==> config.mk <==
export PLATFORM = sky130hd
export DESIGN_NAME = dpis_sequencer
export DESIGN_NICKNAME = d
export VERILOG_FILES = /design/src/shared/dpis_pkg.sv /design/src/verilog/dpis_flash_loader.sv /design/src/verilog/dpis_sequencer.sv
export VERILOG_INCLUDE_DIRS = /design/src /design/src/shared
export SDC_FILE = /design/constraint.sdc
export NUM_CORES = 1
export LEC_CHECK = 0
export ABC_AREA = 0
export BUFFER_PORTS_ARGS = -buffer_cell sky130_fd_sc_hd__buf_2
export CAP_MARGIN = 10
export CORE_MARGIN = 2
export CORE_UTILIZATION = 40
export CTS_BUF_LIST = sky130_fd_sc_hd__clkbuf_2
export CTS_CLUSTER_DIAMETER = 200
export DETAILED_ROUTE_END_ITERATION = 10
export GPL_ROUTABILITY_DRIVEN = 0
export GPL_TIMING_DRIVEN = 0
export SYNTH_ARGS = -nofsm -noshare
export SYNTH_HDL_FRONTEND = slang
export SYNTH_SLANG_ARGS = --single-unit
==> constraint.sdc <==
create_clock -name i_clk -period 2.3 [get_ports i_clk]
set_input_delay 0.23 -clock i_clk [delete_from_list [all_inputs] [get_ports i_clk]]
set_output_delay 0.23 -clock i_clk [all_outputs]
set_load 0.05 [all_outputs]
==> src/shared/dpis_cfg.svh <==
/*
  Constants for the power-up and power-fail sequencer: timing figures and counts.
  Assumes a 20 MHz core clock; included by the loader and sequencer modules by bare name.
*/
`ifndef DPIS_CFG_SVH
`define DPIS_CFG_SVH

// ----------------------------------------------------------------
// clock and timing
// ----------------------------------------------------------------
`define DPIS_CLK_HZ          20000000
`define DPIS_PARK_TIME_US    500
// longest time rounds down: the park must finish inside the warning window
`define DPIS_PARK_CYCLES     ((`DPIS_PARK_TIME_US * (`DPIS_CLK_HZ / 1000000)))
`define DPIS_PLL_WAIT_CYC    64
`define DPIS_CFG_WORDS       256
`define DPIS_CNT_W           16

`endif

==> src/shared/dpis_pkg.sv <==
/*
  Types for the power-up and power-fail sequencer.
  Assumes nothing beyond a SystemVerilog compiler.
*/
package dpis_pkg;

  // ----------------------------------------------------------------
  // sequencer states, one-hot
  // ----------------------------------------------------------------
  typedef enum logic [5:0] {
    DPIS_ST_PLL    = 6'h01,
    DPIS_ST_LOAD   = 6'h02,
    DPIS_ST_RUN    = 6'h04,
    DPIS_ST_PARK   = 6'h08,
    DPIS_ST_PARKED = 6'h10,
    DPIS_ST_IDLE   = 6'h20
  } dpis_state_t;

endpackage

==> src/verilog/dpis_flash_loader.sv <==
/*
  Flash configuration loader: reads a fixed number of words from serial flash.
  Assumes mode-0 serial flash answering a read command; one bit per two clocks.
*/
`timescale 1ns/10ps
`include "dpis_cfg.svh"

module dpis_flash_loader (
  input  wire logic        i_clk,
  input  wire logic        i_resetn,
  input  wire logic        i_start,
  input  wire logic        i_miso,
  output logic             o_sclk,
  output logic             o_mosi,
  output logic             o_csn,
  output logic             o_done
);

  // ----------------------------------------------------------------
  // bit engine: 8 command bits, 24 address bits, then data words
  // ----------------------------------------------------------------
  localparam logic [31:0] READ_HDR = 32'h03000000;
  localparam int          TOTAL    = 32 + 8 * `DPIS_CFG_WORDS;

  logic        busy_reg;
  logic        phase_reg;
  logic [15:0] bit_reg;
  logic [31:0] shift_reg;
  logic [7:0]  data_reg;

  // toggle clock each cycle; shift on falling edge, sample on rising
  always_ff @(posedge i_clk or negedge i_resetn) begin
    if (!i_resetn) begin
      busy_reg  <= 1'b0;
      phase_reg <= 1'b0;
      bit_reg   <= 16'h0000;
      shift_reg <= 32'h00000000;
      data_reg  <= 8'h00;
      o_done    <= 1'b0;
    end else if (i_start && !busy_reg && !o_done) begin
      busy_reg  <= 1'b1;
      shift_reg <= READ_HDR;
      bit_reg   <= 16'h0000;
    end else if (busy_reg) begin
      phase_reg <= ~phase_reg;
      if (!phase_reg) begin
        data_reg <= {data_reg[6:0], i_miso};
      end else begin
        shift_reg <= {shift_reg[30:0], 1'b0};
        bit_reg   <= bit_reg + 16'h0001;
        if (bit_reg == 16'(TOTAL - 1)) begin
          busy_reg <= 1'b0;
          o_done   <= 1'b1;
        end
      end
    end
  end

  assign o_sclk = busy_reg & phase_reg;
  assign o_mosi = shift_reg[31];
  assign o_csn  = ~busy_reg;

endmodule

==> src/verilog/dpis_sequencer.sv <==
/*
  Power-up initialisation and power-fail park sequencer of the display controller.
  Assumes a 20 MHz reference clock that runs throughout, a monitor that drives reset
  and the power-good warning, and a PLL and mirror array that report lock and park done.
*/
// Function
// - during reset outputs are inactive and bidirectional pins are inputs; o_pll_enable is tied high, so it stays active through reset.
// - during reset mirror power, LED controls and flash pins are tri-stated.
// - after reset, lock PLL first, then load configuration from serial flash.
// - on reset release all I/O pins become active.
// - init-done output goes high right after reset release.
// - init-done output goes low when auto-initialisation completes.
// - power-good low makes the device park the mirror array; the code parks only on a power-good fall seen in PLL, LOAD or RUN.
`timescale 1ns/10ps
`include "dpis_cfg.svh"

module dpis_sequencer (
  input  wire logic                  i_clk,
  input  wire logic                  i_resetn,
  input  wire logic                  i_power_good,
  input  wire logic                  i_pll_locked,
  input  wire logic                  i_park_done,
  input  wire logic                  i_flash_miso,
  input  wire logic                  i_gpio_in,
  output logic                       o_pll_enable,
  output logic                       o_init_done_output,
  output logic                       o_init_done_output_oen,
  output logic                       o_mirror_array_power_enable,
  output logic                       o_mirror_array_power_enable_oen,
  output logic                       o_led_driver_on,
  output logic                       o_led_driver_on_oen,
  output logic [1:0]                 o_led_select,
  output logic [1:0]                 o_led_select_oen,
  output logic                       o_serial_flash_clock,
  output logic                       o_serial_flash_clock_oen,
  output logic                       o_serial_data_out,
  output logic                       o_serial_data_out_oen,
  output logic                       o_chip_select_zero,
  output logic                       o_chip_select_zero_oen,
  output logic                       o_park_request,
  output dpis_pkg::dpis_state_t      o_state
);
  import dpis_pkg::*;

  // ----------------------------------------------------------------
  // state and counters
  // ----------------------------------------------------------------
  localparam logic [15:0] PARK_CYC = 16'(`DPIS_PARK_CYCLES);
  localparam logic [15:0] PLL_CYC  = 16'(`DPIS_PLL_WAIT_CYC);

  dpis_state_t state_reg;
  dpis_state_t state_next;
  logic [15:0] pll_cnt_reg;
  logic [15:0] park_cnt_reg;
  logic        init_busy_reg;
  logic        active_reg;
  logic        pg_prev_reg;
  logic        load_start;
  logic        load_done;
  logic        flash_sclk;
  logic        flash_mosi;
  logic        flash_csn;
  logic        pg_fall;

  assign pg_fall = pg_prev_reg & ~i_power_good;

  // ----------------------------------------------------------------
  // flash loader
  // ----------------------------------------------------------------
  dpis_flash_loader u_loader (
    .i_clk    (i_clk),
    .i_resetn (i_resetn),
    .i_start  (load_start),
    .i_miso   (i_flash_miso),
    .o_sclk   (flash_sclk),
    .o_mosi   (flash_mosi),
    .o_csn    (flash_csn),
    .o_done   (load_done)
  );

  // ----------------------------------------------------------------
  // next state: warning beats any init step, since the supply is going
  // ----------------------------------------------------------------
  always_comb begin
    state_next = state_reg;
    case (state_reg)
      DPIS_ST_PLL: begin
        if (pg_fall) begin
          state_next = DPIS_ST_PARK;
        end else if (i_pll_locked && pll_cnt_reg >= PLL_CYC) begin
          state_next = DPIS_ST_LOAD;
        end
      end
      DPIS_ST_LOAD: begin
        if (pg_fall) begin
          state_next = DPIS_ST_PARK;
        end else if (load_done) begin
          state_next = DPIS_ST_RUN;
        end
      end
      DPIS_ST_RUN: begin
        if (pg_fall) begin
          state_next = DPIS_ST_PARK;
        end
      end
      DPIS_ST_PARK: begin
        if (i_park_done || park_cnt_reg == PARK_CYC) begin
          state_next = DPIS_ST_PARKED;
        end
      end
      DPIS_ST_PARKED: state_next = DPIS_ST_PARKED;
      DPIS_ST_IDLE:   state_next = DPIS_ST_PLL;
      default:        state_next = DPIS_ST_IDLE;
    endcase
  end

  // state register; idle for one edge after reset release
  always_ff @(posedge i_clk or negedge i_resetn) begin
    if (!i_resetn) begin
      state_reg <= DPIS_ST_IDLE;
    end else begin
      state_reg <= state_next;
    end
  end

  // power-good edge detect, reset value high so no false fall
  always_ff @(posedge i_clk or negedge i_resetn) begin
    if (!i_resetn) begin
      pg_prev_reg <= 1'b1;
    end else begin
      pg_prev_reg <= i_power_good;
    end
  end

  // pll settle counter, held at its top
  always_ff @(posedge i_clk or negedge i_resetn) begin
    if (!i_resetn) begin
      pll_cnt_reg <= 16'h0000;
    end else if (state_reg == DPIS_ST_PLL && pll_cnt_reg < PLL_CYC) begin
      pll_cnt_reg <= pll_cnt_reg + 16'h0001;
    end
  end

  // park window counter; bounded by the warning lead time
  always_ff @(posedge i_clk or negedge i_resetn) begin
    if (!i_resetn) begin
      park_cnt_reg <= 16'h0000;
    end else if (state_reg == DPIS_ST_PARK && park_cnt_reg < PARK_CYC) begin
      park_cnt_reg <= park_cnt_reg + 16'h0001;
    end
  end

  // init busy flag: loaded high by reset, cleared once, never set again
  always_ff @(posedge i_clk or negedge i_resetn) begin
    if (!i_resetn) begin
      init_busy_reg <= 1'b1;
    end else if (state_reg == DPIS_ST_LOAD && load_done) begin
      init_busy_reg <= 1'b0;
    end else if (state_reg == DPIS_ST_RUN) begin
      init_busy_reg <= 1'b0;
    end
  end

  // pins come alive at the first edge after release
  always_ff @(posedge i_clk or negedge i_resetn) begin
    if (!i_resetn) begin
      active_reg <= 1'b0;
    end else begin
      active_reg <= 1'b1;
    end
  end

  assign load_start   = (state_reg == DPIS_ST_LOAD);
  assign o_pll_enable = 1'b1;
  assign o_state      = state_reg;
  // warning abort in PLL, or in LOAD before load_done, leaves init-done high; a warning that meets load_done still clears it
  assign o_park_request = (state_reg == DPIS_ST_PARK);

  // ----------------------------------------------------------------
  // pin drive; enables are low while driving
  // ----------------------------------------------------------------
  // init-done is a gpio: an input while reset holds, so no contention
  assign o_init_done_output     = init_busy_reg & active_reg;
  assign o_init_done_output_oen = ~active_reg;
  // mirror power drops once parked so the array is left safe
  assign o_mirror_array_power_enable     = active_reg & (state_reg != DPIS_ST_PARKED);
  assign o_mirror_array_power_enable_oen = ~active_reg;
  assign o_led_driver_on     = active_reg & (state_reg == DPIS_ST_RUN);
  assign o_led_driver_on_oen = ~active_reg;

  genvar g;
  generate
    for (g = 0; g < 2; g++) begin : g_led_sel
      assign o_led_select[g]     = 1'b0;
      assign o_led_select_oen[g] = ~active_reg;
    end
  endgenerate

  assign o_serial_flash_clock     = flash_sclk;
  assign o_serial_flash_clock_oen = ~active_reg;
  assign o_serial_data_out        = flash_mosi;
  assign o_serial_data_out_oen    = ~active_reg;
  assign o_chip_select_zero       = flash_csn;
  assign o_chip_select_zero_oen   = ~active_reg;

  // ----------------------------------------------------------------
  // checks
  // ----------------------------------------------------------------
  chk_tristate_in_reset: assert property (@(posedge i_clk) !i_resetn |->
    (o_led_driver_on_oen && o_chip_select_zero_oen && o_mirror_array_power_enable_oen))
    else $error("pin driven during reset");
  chk_pins_active: assert property (@(posedge i_clk) disable iff (!i_resetn)
    $past(i_resetn) |-> !o_serial_flash_clock_oen && !o_init_done_output_oen)
    else $error("pins not active after reset");
  chk_done_high_early: assert property (@(posedge i_clk) disable iff (!i_resetn)
    state_reg == DPIS_ST_PLL |-> o_init_done_output)
    else $error("init-done low during pll lock");
  chk_pll_before_load: assert property (@(posedge i_clk) disable iff (!i_resetn)
    state_reg == DPIS_ST_LOAD |-> pll_cnt_reg == PLL_CYC)
    else $error("flash load before pll settle");
  chk_done_falls: assert property (@(posedge i_clk) disable iff (!i_resetn)
    (state_reg == DPIS_ST_LOAD && load_done && !pg_fall) |=> !o_init_done_output)
    else $error("init-done not cleared at completion");
  chk_done_stays_low: assert property (@(posedge i_clk) disable iff (!i_resetn)
    !o_init_done_output && active_reg |=> !o_init_done_output)
    else $error("init-done rose again");
  chk_park_on_warn: assert property (@(posedge i_clk) disable iff (!i_resetn)
    (pg_fall && state_reg == DPIS_ST_RUN) |=> o_park_request)
    else $error("no park on warning");
  // the park counter is the helper: once it reaches the window end, park must be over
  chk_park_bounded: assert property (@(posedge i_clk) disable iff (!i_resetn)
    (state_reg == DPIS_ST_PARK && park_cnt_reg == PARK_CYC) |=> state_reg == DPIS_ST_PARKED)
    else $error("park not finished in window");

endmodule

==> impl_metrics.env, run 1 <==
export IMPL_total_power_uw=2693
export IMPL_ys_warn_count=0
export IMPL_crit_path_end_kind="output port"
export IMPL_hold_viol=0
export IMPL_synth_compound_area_share_pct=6.457
export IMPL_synthCells=320
export IMPL_cts_htree_levels=3
export IMPL_status="finished, final reports clean"
export IMPL_drt_iter0_markers=105
export IMPL_cp_start_kind="flop"
export IMPL_wl_per_cell_um=12.92
export IMPL_path_delay_family="simple AND/OR/NAND/NOR gates"
export IMPL_rr_worst_depth=5
export IMPL_worstPathRequired_ns=2.07
export IMPL_hpwl_um=4084
export IMPL_path_class="reg2out"
export IMPL_synth_top_family_by_area="simple AND/OR/NAND/NOR gates"
export IMPL_drive_above_1_share_pct=18.80
export IMPL_min_period_over_period_pct=94.33
export IMPL_via_per_inst=4.905
export IMPL_slew_headroom_pct=43.03
export IMPL_cts_root_buf="clkbuf_2"
export IMPL_synth_most_common_cell="dfrtp_1"
export IMPL_ys_seq_area_share_pct=51.77
export IMPL_fillCellCount=816
export IMPL_grt_max_degree=69
export IMPL_fmax_ghz=0.4609
export IMPL_numCtsBuffers=9
export IMPL_initial_core_util_pct=40.71
export IMPL_async_flop_share_pct=100.0
export IMPL_rsz0062_at_grt="no"
export IMPL_slew_violations=0
export IMPL_synth_top_cell_area_share_pct=49.37
export IMPL_die_area_um2=8978
export IMPL_stdcell_count=472
export IMPL_clkTransAtPathRegs_ns=0.20
export IMPL_clock_path_buffers=2
export IMPL_cts_tree="done"
export IMPL_max_cap_viol_count=0
export IMPL_synthMuxAreaShare_pct=0.9875
export IMPL_grt_pass1_wl_um=10230
export IMPL_yosys_area_top_type="dfrtp_1"
export IMPL_tightest_slew_ns=0.8546
export IMPL_critPathArrivalTime_ns=1.94
export IMPL_critPathBufInv=2
export IMPL_synth_seq_cells=68
export IMPL_via_count=2315
export IMPL_ant_nets=0
export IMPL_coreArea_um2=8093
export IMPL_grt_antenna_before_repair=0
export IMPL_avgSynthCellArea_um2=10.30
export IMPL_synth_common_cells="65 x dfrtp_1, 28 x nand2_1, 26 x xor2_1, 22 x nor2_1, 16 x nor3_1"
export IMPL_cp_cell_sequence="buf_4 > nor2_1 > and4_1 > buf_2"
export IMPL_area_growth_pct=12.42
export IMPL_cts_sinks=68
export IMPL_synthTopCellsByArea="dfrtp_1 49%, xor2_1 6.9%, nand2_1 3.2%"
export IMPL_die_y_um=94.75
export IMPL_synth_fa_ha_area_share_pct=1.899
export IMPL_post_route_drc_count=0
export IMPL_cpPeakStageDelay_ns=0.44
export IMPL_p_leak_uw=0.001815
export IMPL_synthXorXnorAreaFrac_pct=8.242
export IMPL_synth_edf_count=0
export IMPL_num_antenna_cells=0
export IMPL_drt_pass1_iterations=4
export IMPL_tns_ns=0
export IMPL_die_w_um=94.75
export IMPL_wl_um=6098
export IMPL_finClkSkew_ns=0.02875
export IMPL_overflow=0
export IMPL_setup_violations=0
export IMPL_cpMaxStageDelayCell="dfrtp_1"
export IMPL_dp_cells=452
export IMPL_ys_types=52
export IMPL_synth_simple_area_share_pct=23.21
export IMPL_cp_max_fo=8
export IMPL_fin_crit_ns=2.170
export IMPL_grt_pass1_vias=2160
export IMPL_hold_ws_ns=0.3404
export IMPL_r2r_start="o_state[1]$_DFFE_PN0P_"
export IMPL_rrSetupSlack_ns=0.28
export IMPL_num_rows=33
export IMPL_io_pins=31
export IMPL_nets=374
export IMPL_ys_flop_type="dfrtp_1"
export IMPL_peakVddDrop_mv=0.3160
export IMPL_hold_path_class="in2async"
export IMPL_r2r_end="park_cnt_reg[1]$_DFFE_PN0P_"
export IMPL_power_density_nw_per_um2=727.1
export IMPL_synth_area_um2=3294
export IMPL_clock_latency_ns=0.52
export IMPL_port_buffers=25
export IMPL_grt_use_total_pct=14.80
export IMPL_final_util_pct=45.76
## logic make-up after synthesis
| kind of cell | after synthesis |
|---|---|
| XOR/XNOR | 31 |
| multiplexers | 3 |
| buffers and inverters | 44 |
| adder cells (fa/ha/maj) | 5 |
| AO/OA/AOI/OAI | 34 |
| AND/OR/NAND/NOR | 133 |
| other | 2 |
| flip-flops | 68 |
## how the worst max path moves through the flow
stage	end	slack, ns	from	cells after the start
after floorplan	o_mirror_array_power_enable	0.13	o_state[2]$_DFFE_PN0P_	3
after global placement	park_cnt_reg[1]$_DFFE_PN0P_	0.30	o_state[1]$_DFFE_PN0P_	5
after detailed placement	park_cnt_reg[1]$_DFFE_PN0P_	0.28	o_state[1]$_DFFE_PN0P_	5
after CTS	o_led_driver_on	0.09	o_state[1]$_DFFE_PN0P_	4
after global routing	o_mirror_array_power_enable	0.004	o_state[2]$_DFFE_PN0P_	4
final	o_led_driver_on	0.13	o_state[1]$_DFFE_PN0P_	4
## layout make-up
type | instances | area (um2) | share of cell area (%)
Multi-Input combinational cell | 210 | 1359 | 36.69
Clock buffer | 9 | 45.04 | 1.216
Timing Repair Buffer | 29 | 167.7 | 4.527
Clock inverter | 7 | 57.56 | 1.554
Sequential cell | 68 | 1705 | 46.05
Inverter | 14 | 52.55 | 1.419
Tap cell | 105 | 131.4 | 3.547
Buffer | 30 | 185.2 | 5.000
## placed cells by master (no fill, tap or decap), types with 4 or more instances in the layout
master / instances
nor4_1: 8
and4_1: 6
or3_1: 4
buf_4: 12
nand4_1: 11
nor2_1: 22
a21oi_1: 12
dfrtp_1: 65
buf_2: 27
clkbuf_1: 13
nand2_1: 28
conb_1: 4
o21ai_0: 9
inv_1: 13
nand3_1: 13
ha_1: 5
nor3_1: 16
dlygate4sd3_1: 4
xor2_1: 26
clkinv_1: 5
clkbuf_2: 9
xnor2_1: 5
## per-layer routing
| metal | GRT usage (%) | vias up | part of all wire, % |
|---|---|---|---|
| met2 | 20.15 | 36 | 43 |
| met1 | 22.06 | 1094 | 51 |
| met5 | 0 | - | 0 |
| met3 | 3.990 | 10 | 3.6 |
| met4 | 6.159 | 0 | 1.8 |
| li1 | - | 1175 | - |
## power breakdown
group | total (uW) | leakage, uW | internal (uW) | switching [uW]
combinational | 654 | 0.000829 | 262 | 392
clock | 666 | 0.0000618 | 235 | 431
sequential | 1370 | 0.000924 | 1290 | 82.6
## stage by stage
step                      worst slack (ns)  instance area, um2
final                               0.1305                3704
after global routing              0.004292                3704
after CTS                          0.09102                3694
after detailed placement            0.2820                3561
after global placement              0.3022                3558
after floorplan                     0.1326                3302
## timing repair
| action | 4_1_cts | 5_1_grt |
|---|---|---|
| endpoints found under the hold margin | 67 | 1 |
| resized for setup | 0 | 0 |
| hold buffers | 3 | 1 |
| buffers inserted | 0 | 0 |
Note: power is estimated with default switching activity, not from simulation.
==> run 2, diff against run 1 <==
--- a/config.mk
+++ b/config.mk
@@ -9,13 +9,13 @@
 export ABC_AREA = 0
 export BUFFER_PORTS_ARGS = -buffer_cell sky130_fd_sc_hd__buf_2
 export CAP_MARGIN = 10
-export CORE_MARGIN = 2
-export CORE_UTILIZATION = 40
+export CORE_UTILIZATION = 50
 export CTS_BUF_LIST = sky130_fd_sc_hd__clkbuf_2
 export CTS_CLUSTER_DIAMETER = 200
 export DETAILED_ROUTE_END_ITERATION = 10
 export GPL_ROUTABILITY_DRIVEN = 0
 export GPL_TIMING_DRIVEN = 0
+export PLACE_DENSITY = 0.69
 export SYNTH_ARGS = -nofsm -noshare
 export SYNTH_HDL_FRONTEND = slang
 export SYNTH_SLANG_ARGS = --single-unit
==> run 2 against run 1 <==
- cell area is 0.61% higher
- cell count fell by 5.9%
- clock power rose by 35%
- flip-flop and latch count stayed put
- core utilization is 13 points higher
- global-route usage rose by 3.4 points
- register-to-register slack gained 0.07 ns
- highest routed layer unchanged
==> impl_metrics.env, run 2 (synthesis gave the netlist of run 1 again) <==
export IMPL_grt_pass1_vias=2192
export IMPL_tightest_slew_ns=0.8286
export IMPL_worstPathRequired_ns=2.07
export IMPL_grt_pass1_wl_um=9949
export IMPL_top_layer_used="met4"
export IMPL_grt_antenna_before_repair=0
export IMPL_r2r_end="park_cnt_reg[1]$_DFFE_PN0P_"
export IMPL_crit_path_end_kind="output port"
export IMPL_overflow=0
export IMPL_tns_ns=0
export IMPL_clkTransAtPathRegs_ns=0.19
export IMPL_setup_violations=0
export IMPL_path_class="reg2out"
export IMPL_layout_common_cells="65 x dfrtp_1, 28 x nand2_1, 27 x buf_2, 26 x xor2_1, 22 x nor2_1"
export IMPL_finClkSkew_ns=0.02397
export IMPL_cts_sinks=68
export IMPL_via_per_inst=5.313
export IMPL_cp_start_kind="flop"
export IMPL_drt_pass1_iterations=4
export IMPL_rrSetupSlack_ns=0.35
export IMPL_slew_violations=0
export IMPL_pre_cts_slack_ns=0.3761
export IMPL_critPathArrivalTime_ns=1.88
export IMPL_die_w_um=83.17
export IMPL_max_cap_viol_count=0
export IMPL_post_cts_buffers=0
export IMPL_num_antenna_cells=0
export IMPL_ant_nets=0
export IMPL_hold_path_class="in2async"
export IMPL_slew_headroom_pct=44.76
export IMPL_post_route_drc_count=0
export IMPL_initial_core_util_pct=51.88
export IMPL_die_y_um=83.17
export IMPL_cts_root_buf="clkbuf_2"
export IMPL_total_power_uw=2924
export IMPL_wl_per_cell_um=12.95
export IMPL_num_rows=29
export IMPL_io_pins=31
export IMPL_peakVddDrop_mv=0.6650
export IMPL_grt_use_total_pct=18.17
export IMPL_status="finished, final reports clean"
export IMPL_fin_ws_ns=0.1900
export IMPL_cts_tree="done"
export IMPL_fin_area_um2=3726
export IMPL_cp_max_fo=8
export IMPL_power_density_nw_per_um2=784.7
export IMPL_min_period_over_period_pct=91.74
export IMPL_final_common_cell="dfrtp_1"
export IMPL_rr_worst_depth=5
export IMPL_drive_above_1_share_pct=19.89
export IMPL_numCtsBuffers=9
export IMPL_grt_max_degree=69
export IMPL_clock_latency_ns=0.50
export IMPL_wl_um=5748
export IMPL_p_leak_uw=0.001841
export IMPL_port_buffers=25
export IMPL_wl_met1_um=2955
export IMPL_met3WireLength_um=247
export IMPL_drt_iter0_markers=98
export IMPL_fin_crit_ns=2.110
export IMPL_nets=374
export IMPL_die_area_um2=6917
export IMPL_rsz0062_at_grt="no"
export IMPL_via_count=2359
export IMPL_hold_viol=0
export IMPL_placed_cell_area_um2=3526
export IMPL_area_growth_pct=13.10
export IMPL_clock_path_buffers=2
export IMPL_cts_htree_levels=3
export IMPL_r2r_start="o_state[1]$_DFFE_PN0P_"
export IMPL_fmax_ghz=0.4739
export IMPL_wl_met2_um=2433
export IMPL_coreArea_um2=6350
export IMPL_hpwl_um=3947
-- run 2: cell types whose count changed in the layout (fill, tap and decap cells not counted) --
cell	previous run	this run
bufinv_16	1	3
clkinv_1	5	1
clkinvlp_4	1	2
clkinv_2	1	2
-- run 2: critical path, cell delays in order (launching register included) --
cell and delay, ns:
dfrtp_1 0.42, buf_4 0.17, nor2_1 0.30, and4_1 0.23
buf_2 0.26
-- run 2: final cells by class --
type                       instances  area [um2]
buffer                            30       185.2
clock buffer                       9       45.04
clock inverter                     7       115.1
fill                             558        2624
inverter                          14       52.55
multi-input combinational        210        1359
sequential                        68        1705
tap                               77       96.34
timing repair buffer              29       167.7
-- run 2: what timing repair did --
item / CTS / global route
resized for setup: 0 / 0
hold endpoints to repair: 69 / 0
hold buffers: 4 / 0
-- run 2: where the power goes --
group	total, uW	internal (uW)	leakage (uW)	switching (uW)
sequential	1370	1290	0.000924	79.6
clock	902	464	0.0000879	438
combinational	652	261	0.000829	391
total	2920	2010	0.00184	909
-- run 2: worst max-delay path by stage --
stage,start,slack [ns],cells after the start,to
after floorplan,o_state[2]$_DFFE_PN0P_,0.13,3,o_mirror_array_power_enable
after global placement,o_state[3]$_DFFE_PN0P_,0.37,4,pll_cnt_reg[1]$_DFFE_PN0P_
after detailed placement,o_state[3]$_DFFE_PN0P_,0.38,4,pll_cnt_reg[1]$_DFFE_PN0P_
after CTS,o_state[2]$_DFFE_PN0P_,0.15,4,o_mirror_array_power_enable
after global routing,o_state[2]$_DFFE_PN0P_,0.03,4,o_mirror_array_power_enable
final,o_state[1]$_DFFE_PN0P_,0.19,4,o_led_driver_on
-- run 2: per-layer routing --
metal	global-route usage (%)	vias up
met3	4.771	12
met5	0	-
li1	-	1175
met4	8.934	0
met1	25.35	1126
met2	26.38	46
-- run 2: through the flow --
step | utilization, % | hold slack (ns) | instances
2_1_floorplan | - | -0.06559 | 322
5_1_grt | 58.68 | 0.3252 | 444
6_report | 58.68 | 0.3220 | 444
3_3_place_gp | 55.49 | 0.3555 | 424
3_5_place_dp | 55.53 | 0.3542 | 424
4_1_cts | 58.68 | 0.3278 | 444
